==> config.mk <==
export PLATFORM = sky130hd
export DESIGN_NAME = gauge_alert
export DESIGN_NICKNAME = d
export VERILOG_FILES = /design/src/verilog/gauge_alert_pkg.sv /design/src/verilog/gauge_alert.sv
export VERILOG_INCLUDE_DIRS = /design/src /design/src/verilog
export SDC_FILE = /design/constraint.sdc
export NUM_CORES = 1
export LEC_CHECK = 0
export ABC_AREA = 1
export BUFFER_PORTS_ARGS = -buffer_cell sky130_fd_sc_hd__buf_2
export CAP_MARGIN = 0
export CELL_PAD_IN_SITES_DETAIL_PLACEMENT = 1
export CELL_PAD_IN_SITES_GLOBAL_PLACEMENT = 2
export CORE_MARGIN = 2
export CORE_UTILIZATION = 37
export CTS_CLUSTER_DIAMETER = 50
export DETAILED_ROUTE_END_ITERATION = 12
export HOLD_SLACK_MARGIN = 0.08
export PLACE_DENSITY = 0.91
export SETUP_SLACK_MARGIN = 0.3
export SLEW_MARGIN = 10
export SYNTH_ARGS = -nofsm -noshare
export SYNTH_HDL_FRONTEND = slang
export SYNTH_SLANG_ARGS = --single-unit
==> constraint.sdc <==
create_clock -name clk_i -period 35 [get_ports clk_i]
set_input_delay 8.75 -clock clk_i [delete_from_list [all_inputs] [get_ports clk_i]]
set_output_delay 8.75 -clock clk_i [all_outputs]
set_load 0.02 [all_outputs]
==> src/verilog/gauge_alert_map.svh <==
// register offsets, field positions, reset values and timing counts
// assumes a 100 MHz system clock and word-aligned Wishbone byte addresses
`ifndef GAUGE_ALERT_MAP_SVH
`define GAUGE_ALERT_MAP_SVH
// ****************************************
// register byte offsets
// ****************************************
`define CFG_OFS 8'h00
`define THR_OFS 8'h04
`define STEP_OFS 8'h08
`define DCAP_OFS 8'h0C
`define CMD_OFS 8'h10
`define STAT_OFS 8'h14
// ****************************************
// operation configuration fields
// ****************************************
`define CFG_TEMPCOMP 15
`define CFG_PIN_SEL 13
`define CFG_PULLUP 12
`define CFG_ADC_GROUND_SEL 11
`define CFG_SLEEP 5
`define CFG_REMCAP 4
`define CFG_LOWBATT 2
`define CFG_POL 1
`define CFG_HOSTTEMP 0
`define CFG_RESET 16'h01F8
// ****************************************
// other reset values and command bits
// ****************************************
`define THR_RESET 32'h0502_0F0A
`define STEP_RESET 8'h0A
`define DCAP_RESET 16'h053C
`define CMD_INSERT 0
`define CMD_REMOVE 1
`define CMD_RESTORE 2
`define SOC_FULL 8'h64
// ****************************************
// state thresholds: capacity over divisor, divisors scaled by ten
// ****************************************
`define CHG_DIV_X10 20'h0_0085
`define DSG_DIV_X10 20'h0_00A7
`define QUIT_DIV_X10 20'h0_00FA
`define DIV_SCALE 20'h0_000A
// ****************************************
// timing
// ****************************************
`define CLK_MHZ 100
`define ALERT_PULSE_US 1000
`endif

==> src/verilog/gauge_alert_pkg.sv <==
// types shared by the gauge configuration and alert block
// assumes the map header supplies all numeric constants
package gauge_alert_pkg;
	typedef enum logic [1:0] {
		ST_RELAX = 2'b00,
		ST_CHG = 2'b01,
		ST_DSG = 2'b10
	} batt_state_e;
	// low-charge thresholds in percent, as one register word
	typedef struct packed {
		logic [7:0] final_clr;
		logic [7:0] final_set;
		logic [7:0] low_clr;
		logic [7:0] low_set;
	} thr_s;
endpackage

==> src/verilog/gauge_alert.sv <==
// configuration word, battery state classifier, low-charge flags and alert pin
// assumes soc, current and charge termination come from the gauging core, synchronous to clk_i
// Functional notes
// sense compensation enabled by config bit
// insertion source is pin or command
// internal pull-up only when bit set
// ground bit picks alternate ADC ground
// sleep allowed only while bit set
// load capacity on charge termination
// function bit selects low-battery or interrupt
// polarity bit sets alert active level
// host may write temperature when set
// host keeps reserved bits at defaults
// low-battery mode alert tracks low flag
// low flag set/clear at set threshold
// final flag uses set and clear thresholds
// each interrupt event gives 1 ms pulse
// charge crossing boundary upward gives pulse
// discharge falling below boundary gives pulse
// battery state change gives pulse; code does so only while step_reg is nonzero
// pack removal on pin gives pulse
// state classified by current thresholds
// restore command pulses factory restore
// host drives pin edges or commands
// alert rests inactive; pulse not extended
//
// The register offsets and the Wishbone interface to the registers were chosen for this implementation.
`include "gauge_alert_map.svh"
`timescale 1ns/10ps
`default_nettype none
module gauge_alert #(
	parameter int PULSE_CYCLES = `ALERT_PULSE_US * `CLK_MHZ
) (
	input wire logic clk_i,
	input wire logic rst_i,
	input wire logic cyc_i,
	input wire logic stb_i,
	input wire logic we_i,
	input wire logic [7:0] adr_i,
	input wire logic [3:0] sel_i,
	input wire logic [31:0] dat_i,
	output logic [31:0] dat_o,
	output logic ack_o,
	input wire logic [7:0] soc_i,
	input wire logic signed [15:0] avg_current_i,
	input wire logic charge_term_i,
	input wire logic sleep_ok_i,
	input wire logic insert_detect_pin_i,
	output logic alert_pin_o,
	output logic sense_tempcomp_en_o,
	output logic insert_pin_pullup_en_o,
	output logic adc_ground_sel_o,
	output logic host_temp_write_en_o,
	output logic sleep_allow_o,
	output logic remcap_load_o,
	output logic factory_restore_o,
	output logic pack_present_o,
	output gauge_alert_pkg::batt_state_e batt_state_o
);
	import gauge_alert_pkg::*;

	localparam int CW = $clog2(PULSE_CYCLES + 1);
	localparam logic [CW-1:0] PULSE_LAST = CW'(PULSE_CYCLES - 1);

	// ****************************************
	// functions
	// ****************************************
	function automatic logic [31:0] merge(input logic [31:0] old, input logic [31:0] nw, input logic [3:0] be);
		logic [31:0] r;
		r = old;
		for (int i = 0; i < 4; i++) begin
			if (be[i]) begin
				r[i*8 +: 8] = nw[i*8 +: 8];
			end
		end
		return r;
	endfunction

	// count of boundaries above s: ceil((100 - s) / step)
	function automatic logic [7:0] step_idx(input logic [7:0] s, input logic [7:0] st);
		logic [8:0] d;
		logic [7:0] c;
		d = 9'h000;
		c = (s > `SOC_FULL) ? `SOC_FULL : s;
		if (st == 8'h00) begin
			return 8'h00;
		end
		d = {1'b0, `SOC_FULL} - {1'b0, c} + {1'b0, st} - 9'h001;
		return 8'(d / {1'b0, st});
	endfunction

	// ****************************************
	// registers
	// ****************************************
	logic [15:0] cfg_reg;
	thr_s thr_reg;
	logic [7:0] step_reg;
	logic [15:0] dcap_reg;
	logic ack_reg;
	logic [31:0] rdata_reg;
	logic low_flag_reg;
	logic final_flag_reg;
	batt_state_e state_reg;
	batt_state_e state_next;
	logic [7:0] soc_prev_reg;
	logic pin_prev_reg;
	logic present_reg;
	logic present_next;
	logic busy_reg;
	logic [CW-1:0] cnt_reg;
	logic alert_reg;
	logic sleep_reg;
	logic remcap_reg;
	logic restore_reg;

	// ****************************************
	// bus decode
	// ****************************************
	wire logic req = cyc_i & stb_i & ~ack_reg;
	wire logic wr = req & we_i;
	wire logic hit_cfg = adr_i[7:2] == `CFG_OFS >> 2;
	wire logic hit_thr = adr_i[7:2] == `THR_OFS >> 2;
	wire logic hit_step = adr_i[7:2] == `STEP_OFS >> 2;
	wire logic hit_dcap = adr_i[7:2] == `DCAP_OFS >> 2;
	wire logic hit_cmd = adr_i[7:2] == `CMD_OFS >> 2;
	wire logic hit_stat = adr_i[7:2] == `STAT_OFS >> 2;
	wire logic cmd_wr = wr & hit_cmd & sel_i[0];
	wire logic cmd_pack_inserted = cmd_wr & dat_i[`CMD_INSERT];
	wire logic cmd_pack_removed = cmd_wr & dat_i[`CMD_REMOVE];
	wire logic cmd_restore = cmd_wr & dat_i[`CMD_RESTORE];
	wire logic [31:0] cfg_w = merge({16'h0000, cfg_reg}, dat_i, sel_i);
	wire logic [31:0] thr_w = merge(thr_reg, dat_i, sel_i);
	wire logic [31:0] step_w = merge({24'h00_0000, step_reg}, dat_i, sel_i);
	wire logic [31:0] dcap_w = merge({16'h0000, dcap_reg}, dat_i, sel_i);
	wire logic [31:0] stat_word = {24'h00_0000, alert_reg, busy_reg, present_reg, state_reg, 1'b0,
		final_flag_reg, low_flag_reg};
	wire logic [31:0] rd_mux = hit_cfg ? {16'h0000, cfg_reg} :
		hit_thr ? thr_reg :
		hit_step ? {24'h00_0000, step_reg} :
		hit_dcap ? {16'h0000, dcap_reg} :
		hit_stat ? stat_word : 32'h0000_0000;

	// ****************************************
	// configuration word
	// ****************************************
	// reserved bits kept as written
	always_ff @(posedge clk_i) begin
		if (rst_i) begin
			cfg_reg <= `CFG_RESET;
			thr_reg <= `THR_RESET;
			step_reg <= `STEP_RESET;
			dcap_reg <= `DCAP_RESET;
		end else if (wr) begin
			if (hit_cfg) cfg_reg <= cfg_w[15:0];
			if (hit_thr) thr_reg <= thr_w;
			if (hit_step) step_reg <= step_w[7:0];
			if (hit_dcap) dcap_reg <= dcap_w[15:0];
		end
	end

	// single-wait-state slave; unmapped reads give zero
	always_ff @(posedge clk_i) begin
		if (rst_i) begin
			ack_reg <= 1'b0;
			rdata_reg <= 32'h0000_0000;
		end else begin
			ack_reg <= req;
			rdata_reg <= req ? rd_mux : 32'h0000_0000;
		end
	end

	// compensation enable
	assign sense_tempcomp_en_o = cfg_reg[`CFG_TEMPCOMP];
	// internal pull-up enable
	assign insert_pin_pullup_en_o = cfg_reg[`CFG_PULLUP];
	// converter ground select
	assign adc_ground_sel_o = cfg_reg[`CFG_ADC_GROUND_SEL];
	// host temperature write
	assign host_temp_write_en_o = cfg_reg[`CFG_HOSTTEMP];
	assign dat_o = rdata_reg;
	assign ack_o = ack_reg;

	// ****************************************
	// battery state classifier
	// ****************************************
	wire logic [19:0] dcap_x = {4'h0, dcap_reg} * `DIV_SCALE;
	wire logic [19:0] chg_thr = dcap_x / `CHG_DIV_X10;
	wire logic [19:0] dsg_thr = dcap_x / `DSG_DIV_X10;
	wire logic [19:0] quit_thr = dcap_x / `QUIT_DIV_X10;
	wire logic signed [20:0] cur_x = {{5{avg_current_i[15]}}, avg_current_i};
	wire logic is_chg = cur_x > $signed({1'b0, chg_thr});
	wire logic is_dsg = cur_x < -$signed({1'b0, dsg_thr});
	wire logic is_quit = (cur_x < $signed({1'b0, quit_thr})) && (cur_x > -$signed({1'b0, quit_thr}));
	// threshold classification, hold in the dead band
	assign state_next = is_chg ? ST_CHG : is_dsg ? ST_DSG : is_quit ? ST_RELAX : state_reg;

	// ****************************************
	// low-charge flags
	// ****************************************
	// one threshold sets and clears
	wire logic low_next = (soc_i < thr_reg.low_set) ? 1'b1 : (soc_i > thr_reg.low_set) ? 1'b0 : low_flag_reg;
	// clear only once set, at clear threshold
	wire logic final_next = (soc_i < thr_reg.final_set) ? 1'b1 :
		(final_flag_reg && soc_i > thr_reg.final_clr) ? 1'b0 : final_flag_reg;

	// ****************************************
	// interrupt events
	// ****************************************
	wire logic step_on = step_reg != 8'h00;
	wire logic [7:0] idx_now = step_idx(soc_i, step_reg);
	wire logic [7:0] idx_prev = step_idx(soc_prev_reg, step_reg);
	// upward boundary reached while charging
	wire logic ev_up = step_on && state_reg == ST_CHG && idx_now < idx_prev;
	// dropped below a boundary while discharging
	wire logic ev_down = step_on && state_reg == ST_DSG && idx_now > idx_prev;
	// change among the three states
	wire logic ev_state = step_on && state_next != state_reg;
	wire logic pin_sel = cfg_reg[`CFG_PIN_SEL];
	// pin falls for insertion, rises for removal
	wire logic pin_rise = insert_detect_pin_i & ~pin_prev_reg;
	wire logic pin_fall = ~insert_detect_pin_i & pin_prev_reg;
	// removal seen on the pin
	wire logic ev_remove = pin_sel & pin_rise;
	wire logic lowbatt_function_sel = cfg_reg[`CFG_LOWBATT];
	// busy pulse ignores new events
	wire logic start = ~lowbatt_function_sel & ~busy_reg & (ev_up | ev_down | ev_state | ev_remove);
	wire logic pulse_end = busy_reg && cnt_reg == PULSE_LAST;
	// pin edges or host commands set presence
	assign present_next = pin_sel ? (pin_fall ? 1'b1 : pin_rise ? 1'b0 : present_reg) :
		(cmd_pack_inserted ? 1'b1 : cmd_pack_removed ? 1'b0 : present_reg);
	// function select; R11 flag tracking
	wire logic active = lowbatt_function_sel ? low_flag_reg : busy_reg;
	// polarity picks the active level
	wire logic alert_next = cfg_reg[`CFG_POL] ? active : ~active;

	always_ff @(posedge clk_i) begin
		if (rst_i) begin
			low_flag_reg <= 1'b0;
			final_flag_reg <= 1'b0;
			state_reg <= ST_RELAX;
			soc_prev_reg <= 8'h00;
			pin_prev_reg <= 1'b1;
			present_reg <= 1'b0;
		end else begin
			low_flag_reg <= low_next;
			final_flag_reg <= final_next;
			state_reg <= state_next;
			soc_prev_reg <= soc_i;
			pin_prev_reg <= insert_detect_pin_i;
			present_reg <= present_next;
		end
	end

	// fixed-length pulse counter
	always_ff @(posedge clk_i) begin
		if (rst_i) begin
			busy_reg <= 1'b0;
			cnt_reg <= '0;
		end else if (start) begin
			busy_reg <= 1'b1;
			cnt_reg <= '0;
		end else if (busy_reg) begin
			busy_reg <= ~pulse_end;
			cnt_reg <= pulse_end ? '0 : cnt_reg + CW'(1);
		end
	end

	// sleep permit; R06: capacity load; R20: restore
	always_ff @(posedge clk_i) begin
		if (rst_i) begin
			// rest level of the default active-low polarity
			alert_reg <= 1'b1;
			sleep_reg <= 1'b0;
			remcap_reg <= 1'b0;
			restore_reg <= 1'b0;
		end else begin
			alert_reg <= alert_next;
			sleep_reg <= cfg_reg[`CFG_SLEEP] & sleep_ok_i;
			remcap_reg <= cfg_reg[`CFG_REMCAP] & charge_term_i;
			restore_reg <= cmd_restore;
		end
	end

	assign alert_pin_o = alert_reg;
	assign sleep_allow_o = sleep_reg;
	assign remcap_load_o = remcap_reg;
	assign factory_restore_o = restore_reg;
	assign pack_present_o = present_reg;
	assign batt_state_o = state_reg;
endmodule
`default_nettype wire

Yosys cells after proc, flatten, opt, wreduce, memory -nomap -nowiden
Index checks and enable logic that the tools add are counted.
{"block": "word_totals", "regBits": 141, "wordCells": 142, "input_bits": 76}
{"block": "classes", "n_bitwise": 26, "reduce_logical": 27, "addsub": 9, "order_cmp": 12, "n_eq_ne": 10, "div": 5, "mul": 1, "muxes": 28}
{"cell": "20-bit by 8-bit divider with 20-bit output, second input constant", "n": 3}
{"cell": "16-bit two-way mux", "n": 3}
{"cell": "8-bit two-way mux", "n": 6}
{"cell": "16-bit by 21-bit greater-than comparator with 1-bit output", "n": 2}
{"cell": "16-bit by 21-bit less-than comparator with 1-bit output", "n": 2}
{"cell": "20-bit negation with 21-bit output", "n": 2}
{"cell": "32-bit two-way mux", "n": 1}
{"cell": "3-bit AND reduction", "n": 9}
{"cell": "8-bit greater-than comparator", "n": 3}
{"cell": "8-bit less-than comparator", "n": 3}
{"cell": "16-bit by 3-bit multiplier with 19-bit output, second input constant", "n": 1}
{"cell": "9-bit by 8-bit adder with 9-bit output", "n": 2}
{"cell": "9-bit by 8-bit divider with 9-bit output", "n": 2}
{"cell": "7-bit by 8-bit subtractor with 9-bit output, first input constant", "n": 2}
{"cell": "9-bit by 1-bit subtractor with 9-bit output, second input constant", "n": 2}
{"cell": "17-bit by 1-bit adder with 17-bit output, second input constant", "n": 1}
{"cell": "17-bit equality test, second input constant", "n": 1}
{"cell": "17-bit two-way mux", "n": 1}
{"cell": "8-bit by 7-bit greater-than comparator with 1-bit output, second input constant", "n": 2}
{"cell": "1-bit AND", "n": 15}
{"cell": "1-bit two-way mux", "n": 14}
{"cell": "6-bit by 2-bit equality test with 1-bit output, second input constant", "n": 2}
{"cell": "6-bit by 3-bit equality test with 1-bit output, second input constant", "n": 2}
{"cell": "1-bit logical AND", "n": 8}
{"cell": "other kinds (16)", "n": 29}

Logic depth before layout (Yosys ltp)
Gate-level depths: netlist (run 1).
{"block": "logic_depth", "word_depth": 14, "mapped_depth": 126}

Worst setup path before layout (run 1)
Ideal clock, no wire load.
{"block": "synth_timing", "path_kind": "input to register", "startpoint": "input soc_i[0]", "endpoint": "register cnt_reg[11]", "t_arrival_ns": 23.091, "slack_ns": 11.847, "stages": 99, "cell_sequence": "o21ai_0 > nand3_1 > a31oi_1 > nand2_1 > ha_1 > ha_1 > a21oi_1 > nand2_1 > a21oi_1 > o21ai_0 > a21oi_1 > nor2_1 > nor2_1 > xor2_1 > ha_1 > a21oi_1 > ha_1 > o21a_1 > (+63 left out) > nor2_1 > o21a_1 > o21a_1 > o21ai_0 > o2111ai_1 > nand2_1 > ha_1 > inv_1 > a21oi_1 > o21ai_0 > nand2_1 > o211ai_1 > a311oi_1 > nand3_1 > o21bai_2 > nand2_4 > buf_6 > nor2_2"}
{"block": "synth_between", "elab_chain_len": 14}
{"element": "start: declaration", "line": "gauge_alert.sv:44", "rtl": "input wire logic [7:0] soc_i,"}
{"element": "8-bit by 7-bit greater-than comparator with 1-bit output (no line)"}
{"element": "8-bit two-way mux *", "line": "gauge_alert.sv:84", "rtl": "c = (s > `SOC_FULL) ? `SOC_FULL : s;"}
{"element": "7-bit by 8-bit subtractor with 9-bit output *", "line": "gauge_alert.sv:88", "rtl": "d = {1'b0, `SOC_FULL} - {1'b0, c} + {1'b0, st} - 9'h001;"}
{"element": "9-bit by 8-bit adder with 9-bit output *", "line": "gauge_alert.sv:88"}
{"element": "9-bit by 1-bit subtractor with 9-bit output *", "line": "gauge_alert.sv:88"}
{"element": "9-bit by 8-bit divider with 9-bit output *", "line": "gauge_alert.sv:89", "rtl": "return 8'(d / {1'b0, st});"}
{"element": "8-bit two-way mux *", "line": "gauge_alert.sv:88"}
{"element": "8-bit less-than comparator or 8-bit greater-than comparator (tied branches)", "line": "gauge_alert.sv:213, gauge_alert.sv:215"}
{"element": "1-bit logical AND, on equally long branches", "line": "gauge_alert.sv:213, gauge_alert.sv:215"}
{"element": "1-bit bitwise OR * (3 in series)", "line": "gauge_alert.sv:226", "rtl": "wire logic start = ~lowbatt_function_sel & ~busy_reg & (ev_up | ev_down | ev_state | ev_remove);"}
{"element": "1-bit AND *", "line": "gauge_alert.sv:226"}
{"element": "2-bit OR reduction (no line) *"}
{"element": "end signal: assignment", "line": "gauge_alert.sv:264", "rtl": "cnt_reg <= pulse_end ? '0 : cnt_reg + CW'(1);"}
{"element": "end: declaration", "line": "gauge_alert.sv:110", "rtl": "logic [CW-1:0] cnt_reg;"}
Mark *: on every way between the ends. The rest lies on a longest branch, timed or not.
A chain may end at the register's enable or synchronous reset.

Final worst setup path (run 1)
{"block": "layout_timing", "startpoint": "input soc_i[1]", "endpoint": "register cnt_reg[6]"}
The elaborated chain is that of the path after synthesis.

==> results.tsv, run 1 <==
stage	metric	value	unit
run_status	outcome	finished clean	
setup_path	arrival	26.53	ns
routing	route.detailed.drc	0	
cts	clock-sinks	141	
setup_path	path_buf_inv	12	
setup_path	path_delay_family	compound AO/OA/AOI/OAI gates	
sta	rsz0062_at_grt	false	
die	dieHeight	247.7	µm
setup_path	crit_type	in -> reg	
placed_design	place_area	23440	µm²
cells_and_area	nNetsFinal	4028	
global_routing	grt_antenna_before_repair	1	
cells_and_area	multi_input_area	16980	µm²
sta	finalHoldViolCount	0	
synthesis	synth_top_cell_by_area	nand2_1	
cts	cts.htree.levels	4	
global_routing	grt_max_degree	68	
sta	tns	0	ns
power_and_ir_drop	switching_share	56.76	%
synthesis	ys_ff_latch	141	
synthesis	yosysWarnings	0	
die	start_util	37.31	%
power_and_ir_drop	p_int	0.001154	W
die	core	58910	µm²
global_routing	use_met3	2.487	%
global_routing	grt-ovfl-total	0	
min_path	hp-class	reg -> reg	
routing	firstDrtPassIters	5	
synthesis	synth_top_area_share	15.88	%
cts	post_cts_buffers	0	
cts	worstSkewPairLatency	0.43	ns
flow_run	maxCapViolations	0	
synthesis	synth_fa_ha_area_share	14.28	%
cells_and_area	drive_gt1_share	15.37	%
cells_and_area	area.sequential	2823	µm²
synthesis	yosys.cell_types.count	67	
routing	drtIter0Drc	820	
sta	worst_slack	8.823	ns
placed_design	gp_congestion	0.8368	
sta	tightest_slew	0.9738	ns
cts	clk_pin_slew	0.06	ns
synthesis	synth_compound_area_share	13.61	%
routing	vias	22960	
cts	clockBufferDepth	2	
synthesis	syn_inst	3584	
power_and_ir_drop	vdd_ir_drop_max	344.8	µV
synthesis	synthFlopType	dfxtp_1	
setup_path	worst_setup_path_start_kind	input port	
placed_design	hpwl	57310	µm
die	die_area	61380	µm²
synthesis	synth-xor-area-share	6.523	%
global_routing	use_met1	28.72	%
synthesis	synthMuxAreaShare	0.04554	%
global_routing	grt_pass1_wl	113700	µm
global_routing	grt_pass1_vias	22963	
cells_and_area	syn_to_final_growth	9.216	%
cells_and_area	stdcell_area	24010	µm²
sta	slew_headroom	34.58	%
routing	drt_wl_total	68540	µm
cts	cts_root_buffer	clkbuf_16	
routing	wire_per_inst	15.26	µm
sta	drv_slew	0	
die	rows	89	
setup_path	slowest_delay	0.53	ns
global_routing	use_met2	39.98	%
synthesis	synthSimpleGateAreaFrac	42.70	%
synthesis	synth.avg_cell_area	6.133	µm²
power_and_ir_drop	p_per_area	111.1	nW/µm²
sta	finalCriticalPeriod	26.18	ns
setup_path	reg2reg_slack	17.32	ns
routing	vias_per_cell	5.114	
cells_and_area	nFillCells	8102	
setup_path	end_kind	flip-flop	
sta	fin_crit_sh	74.79	%
power_and_ir_drop	p_leak	12.60	nW
cts	cts_tree	done	
setup_path	required	35.35	ns
setup_path	cp_slowest_cell	o21ai_0	
synthesis	ys_seq_area_share	12.84	%
power_and_ir_drop	clkPwrFrac	6.5	%
cts	cts_made_buffers	17	
sta	max_freq	38.20	MHz
synthesis	synth_edf_count	0	
placed_design	dpl_worst_slack	8.216	ns
cts	ctsResizeCount	0	
global_routing	top_usage_layer	met2	
synthesis	synth_top_cells_by_area	nand2_1 (16%), ha_1 (14%), dfxtp_1 (13%), inv_1 (7.4%), nand3_1 (6.0%)	
sta	finClkSkew	0.01321	ns
sta	setup_viol	0	
routing	postRouteAntennaNets	0	
synthesis	async_flop_share	0	%
setup_path	crit_top_cell	o21ai_0	
die	fp.dieW	247.7	µm
setup_path	path_max_fanout	17	
power_and_ir_drop	seqPwrFrac	6.2	%
die	io_pins	120	
synthesis	synth_area	21980	µm²
global_routing	track_usage	22.33	%
power_and_ir_drop	pwr-share-comb	87.3	%
cts	hold_buffers	0	
synthesis	synth_top_family_by_area	simple AND/OR/NAND/NOR gates	
power_and_ir_drop	netSwitchingPower	0.001514	W
placed_design	port_buffers	117	
==> power by group through the flow <==
stage	Sequential (W)	Clock (W)	Combinational (W)
after global placement	0.000169	0	0.00228
final	0.000165	0.000173	0.00233
after global routing	0.000165	0.000182	0.00273
after detailed placement	0.000169	0	0.00235
after CTS	0.000165	0.000175	0.00236
after floorplan	0.000168	0	0.00183
==> stage by stage <==
step	util (%)	total power (W)	hold WS (ns)	std cells
after floorplan	-	0.001997	0.4228	3586
after global placement	39.80	0.002450	0.4388	4457
after detailed placement	39.80	0.002514	0.4446	4457
after CTS	40.75	0.002702	0.4602	4489
after global routing	40.75	0.003079	0.4815	4489
final	40.75	0.002668	0.4563	4490
==> worst min-delay path, delay by kind of cell, from the launching register on <==
family | cells | cell delay, ns
DFF | 1 | 0.32
and+or+nand+nor | 2 | 0.10
==> cell usage in the layout (no fill, tap or decap), types with 43 or more instances in the layout <==
cell type  synthesis  layout
a21oi_1          157     157
buf_2              0     117
dfxtp_1          141     141
ha_1             246     246
inv_1            434     433
inv_2             76      77
nand2_1          930     930
nand2_2          137     137
nand2_4           47      47
nand3_1          263     263
nand4_1           62      62
nor2_1           334     334
nor2_2            43      43
o21ai_0          181     181
xnor2_1           44      44
xor2_1           116     116
==> layer usage <==
metal / share of wire, % / wire [µm] / vias to the layer above
met5: 0.018 / 12 / -
met4: 1.8 / 1204 / 2
met3: 3.1 / 2106 / 68
met2: 48 / 32830 / 268
met1: 47 / 32380 / 10731
li1: - / - / 11891
==> Yosys cell counts (12+ instances only) <==
library cell  number
a21oi_1          157
clkbuf_1          22
or2_2             12
nand3b_1          17
ha_1             246
dfxtp_1          141
o211ai_1          18
o21ai_0          181
o21bai_1          15
nand2_1          930
a211oi_1          14
nor2_2            43
nor2_4            20
nor2_1           334
nand2_4           47
inv_2             76
inv_1            434
xor2_1           116
a31oi_1           22
a21o_1            20
nand3_1          263
nand4_1           62
nand3_2           15
o21ai_1           18
nand2_2          137
xnor2_1           44
nor3_1            42
==> cell type report <==
type                            count  area share [%]
Multi-Input combinational cell   2887           70.73
Sequential cell                   141           11.76
Inverter                          523           8.193
Tap cell                          773           4.029
Timing Repair Buffer              133           2.939
Clock buffer                       20           1.861
Clock inverter                     12          0.4795
Antenna cell                        1         0.01042
==> cells by family after synthesis <==
family | Yosys count
other | 1
buffers and inverters | 558
muxes | 1
AOI/OAI and AO/OA | 505
adders and majority gates | 249
and+or+nand+nor | 1967
xor gates and xnor gates | 162
DFF | 141
==> worst paths after layout <==
check	startpoint	to	depth (start not counted)
setup reg to reg	soc_prev_reg[0]$_SDFF_PP0_	cnt_reg[6]$_SDFFE_PP0P_	100
hold / removal	thr_reg[17]$_SDFFE_PP1P_	thr_reg[17]$_SDFFE_PP1P_	2
hold reg to reg	thr_reg[17]$_SDFFE_PP1P_	thr_reg[17]$_SDFFE_PP1P_	2
setup / recovery	soc_i[1]	cnt_reg[6]$_SDFFE_PP0P_	97
Power figures use the tool's default switching activity.
==> inputs of run 2 (changes only) <==
--- a/config.mk
+++ b/config.mk
@@ -6,7 +6,7 @@
 export SDC_FILE = /design/constraint.sdc
 export NUM_CORES = 1
 export LEC_CHECK = 0
-export ABC_AREA = 1
+export ABC_AREA = 0
 export BUFFER_PORTS_ARGS = -buffer_cell sky130_fd_sc_hd__buf_2
 export CAP_MARGIN = 0
 export CELL_PAD_IN_SITES_DETAIL_PLACEMENT = 1
@@ -16,7 +16,7 @@
 export CTS_CLUSTER_DIAMETER = 50
 export DETAILED_ROUTE_END_ITERATION = 12
 export HOLD_SLACK_MARGIN = 0.08
-export PLACE_DENSITY = 0.91
+export PLACE_DENSITY = 0.85
 export SETUP_SLACK_MARGIN = 0.3
 export SLEW_MARGIN = 10
 export SYNTH_ARGS = -nofsm -noshare
==> constraint.sdc (replaced) <==
create_clock -name clk_i -period 27 [get_ports clk_i]
set_input_delay 6.75 -clock clk_i [delete_from_list [all_inputs] [get_ports clk_i]]
set_output_delay 6.75 -clock clk_i [all_outputs]
set_load 0.02 [all_outputs]
==> run 2 against run 1 <==
  * Utilization down 0.31 points
  * Setup slack worse by 6.6 ns
  * Wire length is 24% higher
  * Final area grew 5.9%
  * Synthesized cell count decreased by 9.5%
  * Sequential cell count unchanged
  * Sequential share of layout area fell by 0.65 points
  * Final cell count fell by 7.6%
  * Via count grew 11%
  * Clock skew down 0.0021 ns
  * Global-route usage rose by 2.8 points
  * Critical endpoint is now cnt_reg[15]$_SDFFE_PP0P_
  * Largest cell class unchanged
  * Highest routed layer unchanged
==> results.tsv, run 2 <==
stage	metric	value	unit
setup_path	worst_setup_path_start_kind	input port	
global_routing	track_usage	25.17	%
synthesis	synth_top_cells_by_area	ha_1 (13%), dfxtp_1 (12%), xnor2_1 (5.8%), a21oi_1 (5.4%), nand2_1 (5.2%)	
synthesis	synth.avg_cell_area	7.213	µm²
sta	drv_slew	0	
cells_and_area	nFillCells	8042	
routing	vias	25469	
synthesis	yosys-top-cells-count	nand2_1 (323), nor2_1 (314), a21oi_1 (253)	
sta	tightest_slew	1.083	ns
cts	cts_root_buffer	clkbuf_16	
die	fp.dieW	255.5	µm
global_routing	grt_pass1_wl	138600	µm
cells_and_area	fin_cells	4150	
cts	hold_buffers	0	
cts	worstSkewPairLatency	0.42	ns
run_status	outcome	finished clean	
flow_run	maxCapViolations	0	
routing	wire_per_inst	20.46	µm
synthesis	synthFlopType	dfxtp_1	
power_and_ir_drop	p_per_area	83.09	nW/µm²
placed_design	dp.cells	4119	
routing	postRouteAntennaNets	0	
setup_path	arrival	25.15	ns
synthesis	synth_top_cell_by_area	ha_1	
die	die_area	65270	µm²
synthesis	yosysWarnings	0	
placed_design	hpwl	67370	µm
setup_path	cp_slowest_cell	or4_1	
cts	clockBufferDepth	2	
power_and_ir_drop	vdd_ir_drop_max	131.4	µV
synthesis	yosysMostFrequentCell	nand2_1	
setup_path	end_kind	flip-flop	
cts	clock-sinks	141	
cts	cts_made_buffers	17	
sta	holdWs	0.4594	ns
sta	fin_crit_sh	91.95	%
cells_and_area	most-common-layout-cells	nand2_1 (323), nor2_1 (313), a21oi_1 (252)	
die	start_util	37.23	%
routing	firstDrtPassIters	7	
die	core	62850	µm²
routing	drtIter0Drc	1277	
synthesis	yosys.cell_types.count	125	
sta	worst_slack	2.173	ns
cts	cts.htree.levels	4	
sta	max_freq	40.28	MHz
cells_and_area	syn_to_final_growth	8.641	%
setup_path	slowest_delay	0.49	ns
power_and_ir_drop	p_leak	10.40	nW
synthesis	syn_inst	3244	
synthesis	synth_edf_count	0	
cts	cts_tree	done	
sta	finClkSkew	0.01112	ns
die	rows	92	
routing	route.detailed.drc	0	
die	io_pins	120	
cells_and_area	drive_gt1_share	9.628	%
synthesis	async_flop_share	0	%
cells_and_area	layout_commonest_cell	nand2_1	
synthesis	ys_seq_area_share	12.06	%
setup_path	crit_top_cell	o21ai_0	
sta	finalCriticalPeriod	24.83	ns
placed_design	dpl_worst_slack	1.438	ns
cells_and_area	multi_input_area	19670	µm²
sta	rsz0062_at_grt	false	
setup_path	required	27.33	ns
min_path	hp-class	reg -> reg	
die	dieHeight	255.5	µm
synthesis	ys_ff_latch	141	
cells_and_area	area.sequential	2823	µm²
global_routing	grt_max_degree	75	
global_routing	grt-ovfl-total	0	
sta	setup_viol	0	
sta	finalHoldViolCount	0	
setup_path	crit_type	in -> reg	
synthesis	synth_top_area_share	13.15	%
sta	tns	0	ns
setup_path	path_max_fanout	13	
placed_design	gp_congestion	0.8718	
placed_design	port_buffers	117	
cells_and_area	nNetsFinal	3617	
cts	clk_pin_slew	0.06	ns
global_routing	grt_pass1_vias	26216	
routing	drt_wl_total	84910	µm
global_routing	grt_antenna_before_repair	5	
routing	vias_per_cell	6.137	
sta	slew_headroom	27.36	%
synthesis	synth_area	23400	µm²
power_and_ir_drop	p_total	0.002112	W
## run 2: cell types whose count changed after synthesis, sizes merged, moves of 84 or more
cell / delta
a21oi: +87
inv: -394
mux2i: +84
nand2: -793
nand3: -177
xnor2: +113
## run 2: final timing paths
kind / cells after the start / endpoint / start / slack, ns
worst min register to register: 2 / cfg_reg[14]$_SDFFE_PP0P_ / cfg_reg[14]$_SDFFE_PP0P_ / 0.46
worst max register to register: 67 / busy_reg$_SDFF_PP0_ / dcap_reg[3]$_SDFFE_PP1P_ / 5.29
worst min-delay path: 2 / cfg_reg[14]$_SDFFE_PP0P_ / cfg_reg[14]$_SDFFE_PP0P_ / 0.46
worst max-delay path: 97 / cnt_reg[15]$_SDFFE_PP0P_ / soc_i[1] / 2.17
## run 2: metrics by stage
stage / area, µm² / util, %
floorplan: 23410 / -
global placement: 24860 / 39.55
detailed placement: 24860 / 39.55
CTS: 25410 / 40.43
global route: 25420 / 40.45
finish: 25420 / 40.45
## run 2: critical path, delay by kind of cell
family / cells / cell delay (ns)
xor gates and xnor gates: 1 / 0.23
AOI/OAI and AO/OA: 54 / 10.29
muxes: 3 / 0.82
and+or+nand+nor: 21 / 2.77
buffers and inverters: 6 / 0.78
adders and majority gates: 12 / 3.47
## run 2: logic make-up after synthesis
kind of cell | synth area share [%]
buffers and inverters | 4.187
adders and majority gates | 13.97
other | 0.01603
and+or+nand+nor | 25.91
DFF | 12.06
muxes | 6.026
xor gates and xnor gates | 7.770
AOI/OAI and AO/OA | 30.06
## run 2: routing by layer
layer / GRT usage (%) / vias to the layer above / routed length, µm
met5: 0 / - / 25
met4: 5.036 / 4 / 1463
met3: 1.875 / 92 / 2237
li1: - / 12284 / -
met1: 32.66 / 12696 / 39420
met2: 45.52 / 393 / 41760
## run 2: power breakdown
group / internal (W) / switching, W
registers: 0.000211 / 0.00000315
clock network: 0.000135 / 0.0000887
logic: 0.000739 / 0.000935
total: 0.00108 / 0.00103
## run 2: timing repair
action | CTS | global route
buffers inserted | 0 | 0
gates resized for setup | 0 | 3
setup endpoints to repair | 0 | 18
## run 2: final cells by class
class / count / share of cell area [%]
clock buffers: 24 / 1.934
well taps: 846 / 4.164
repair buffers: 154 / 3.396
diodes: 1 / 0.009844
clock inverters: 6 / 0.2412
multi-input cells: 2858 / 77.38
inverters: 120 / 1.772
flip-flops and latches: 141 / 11.10
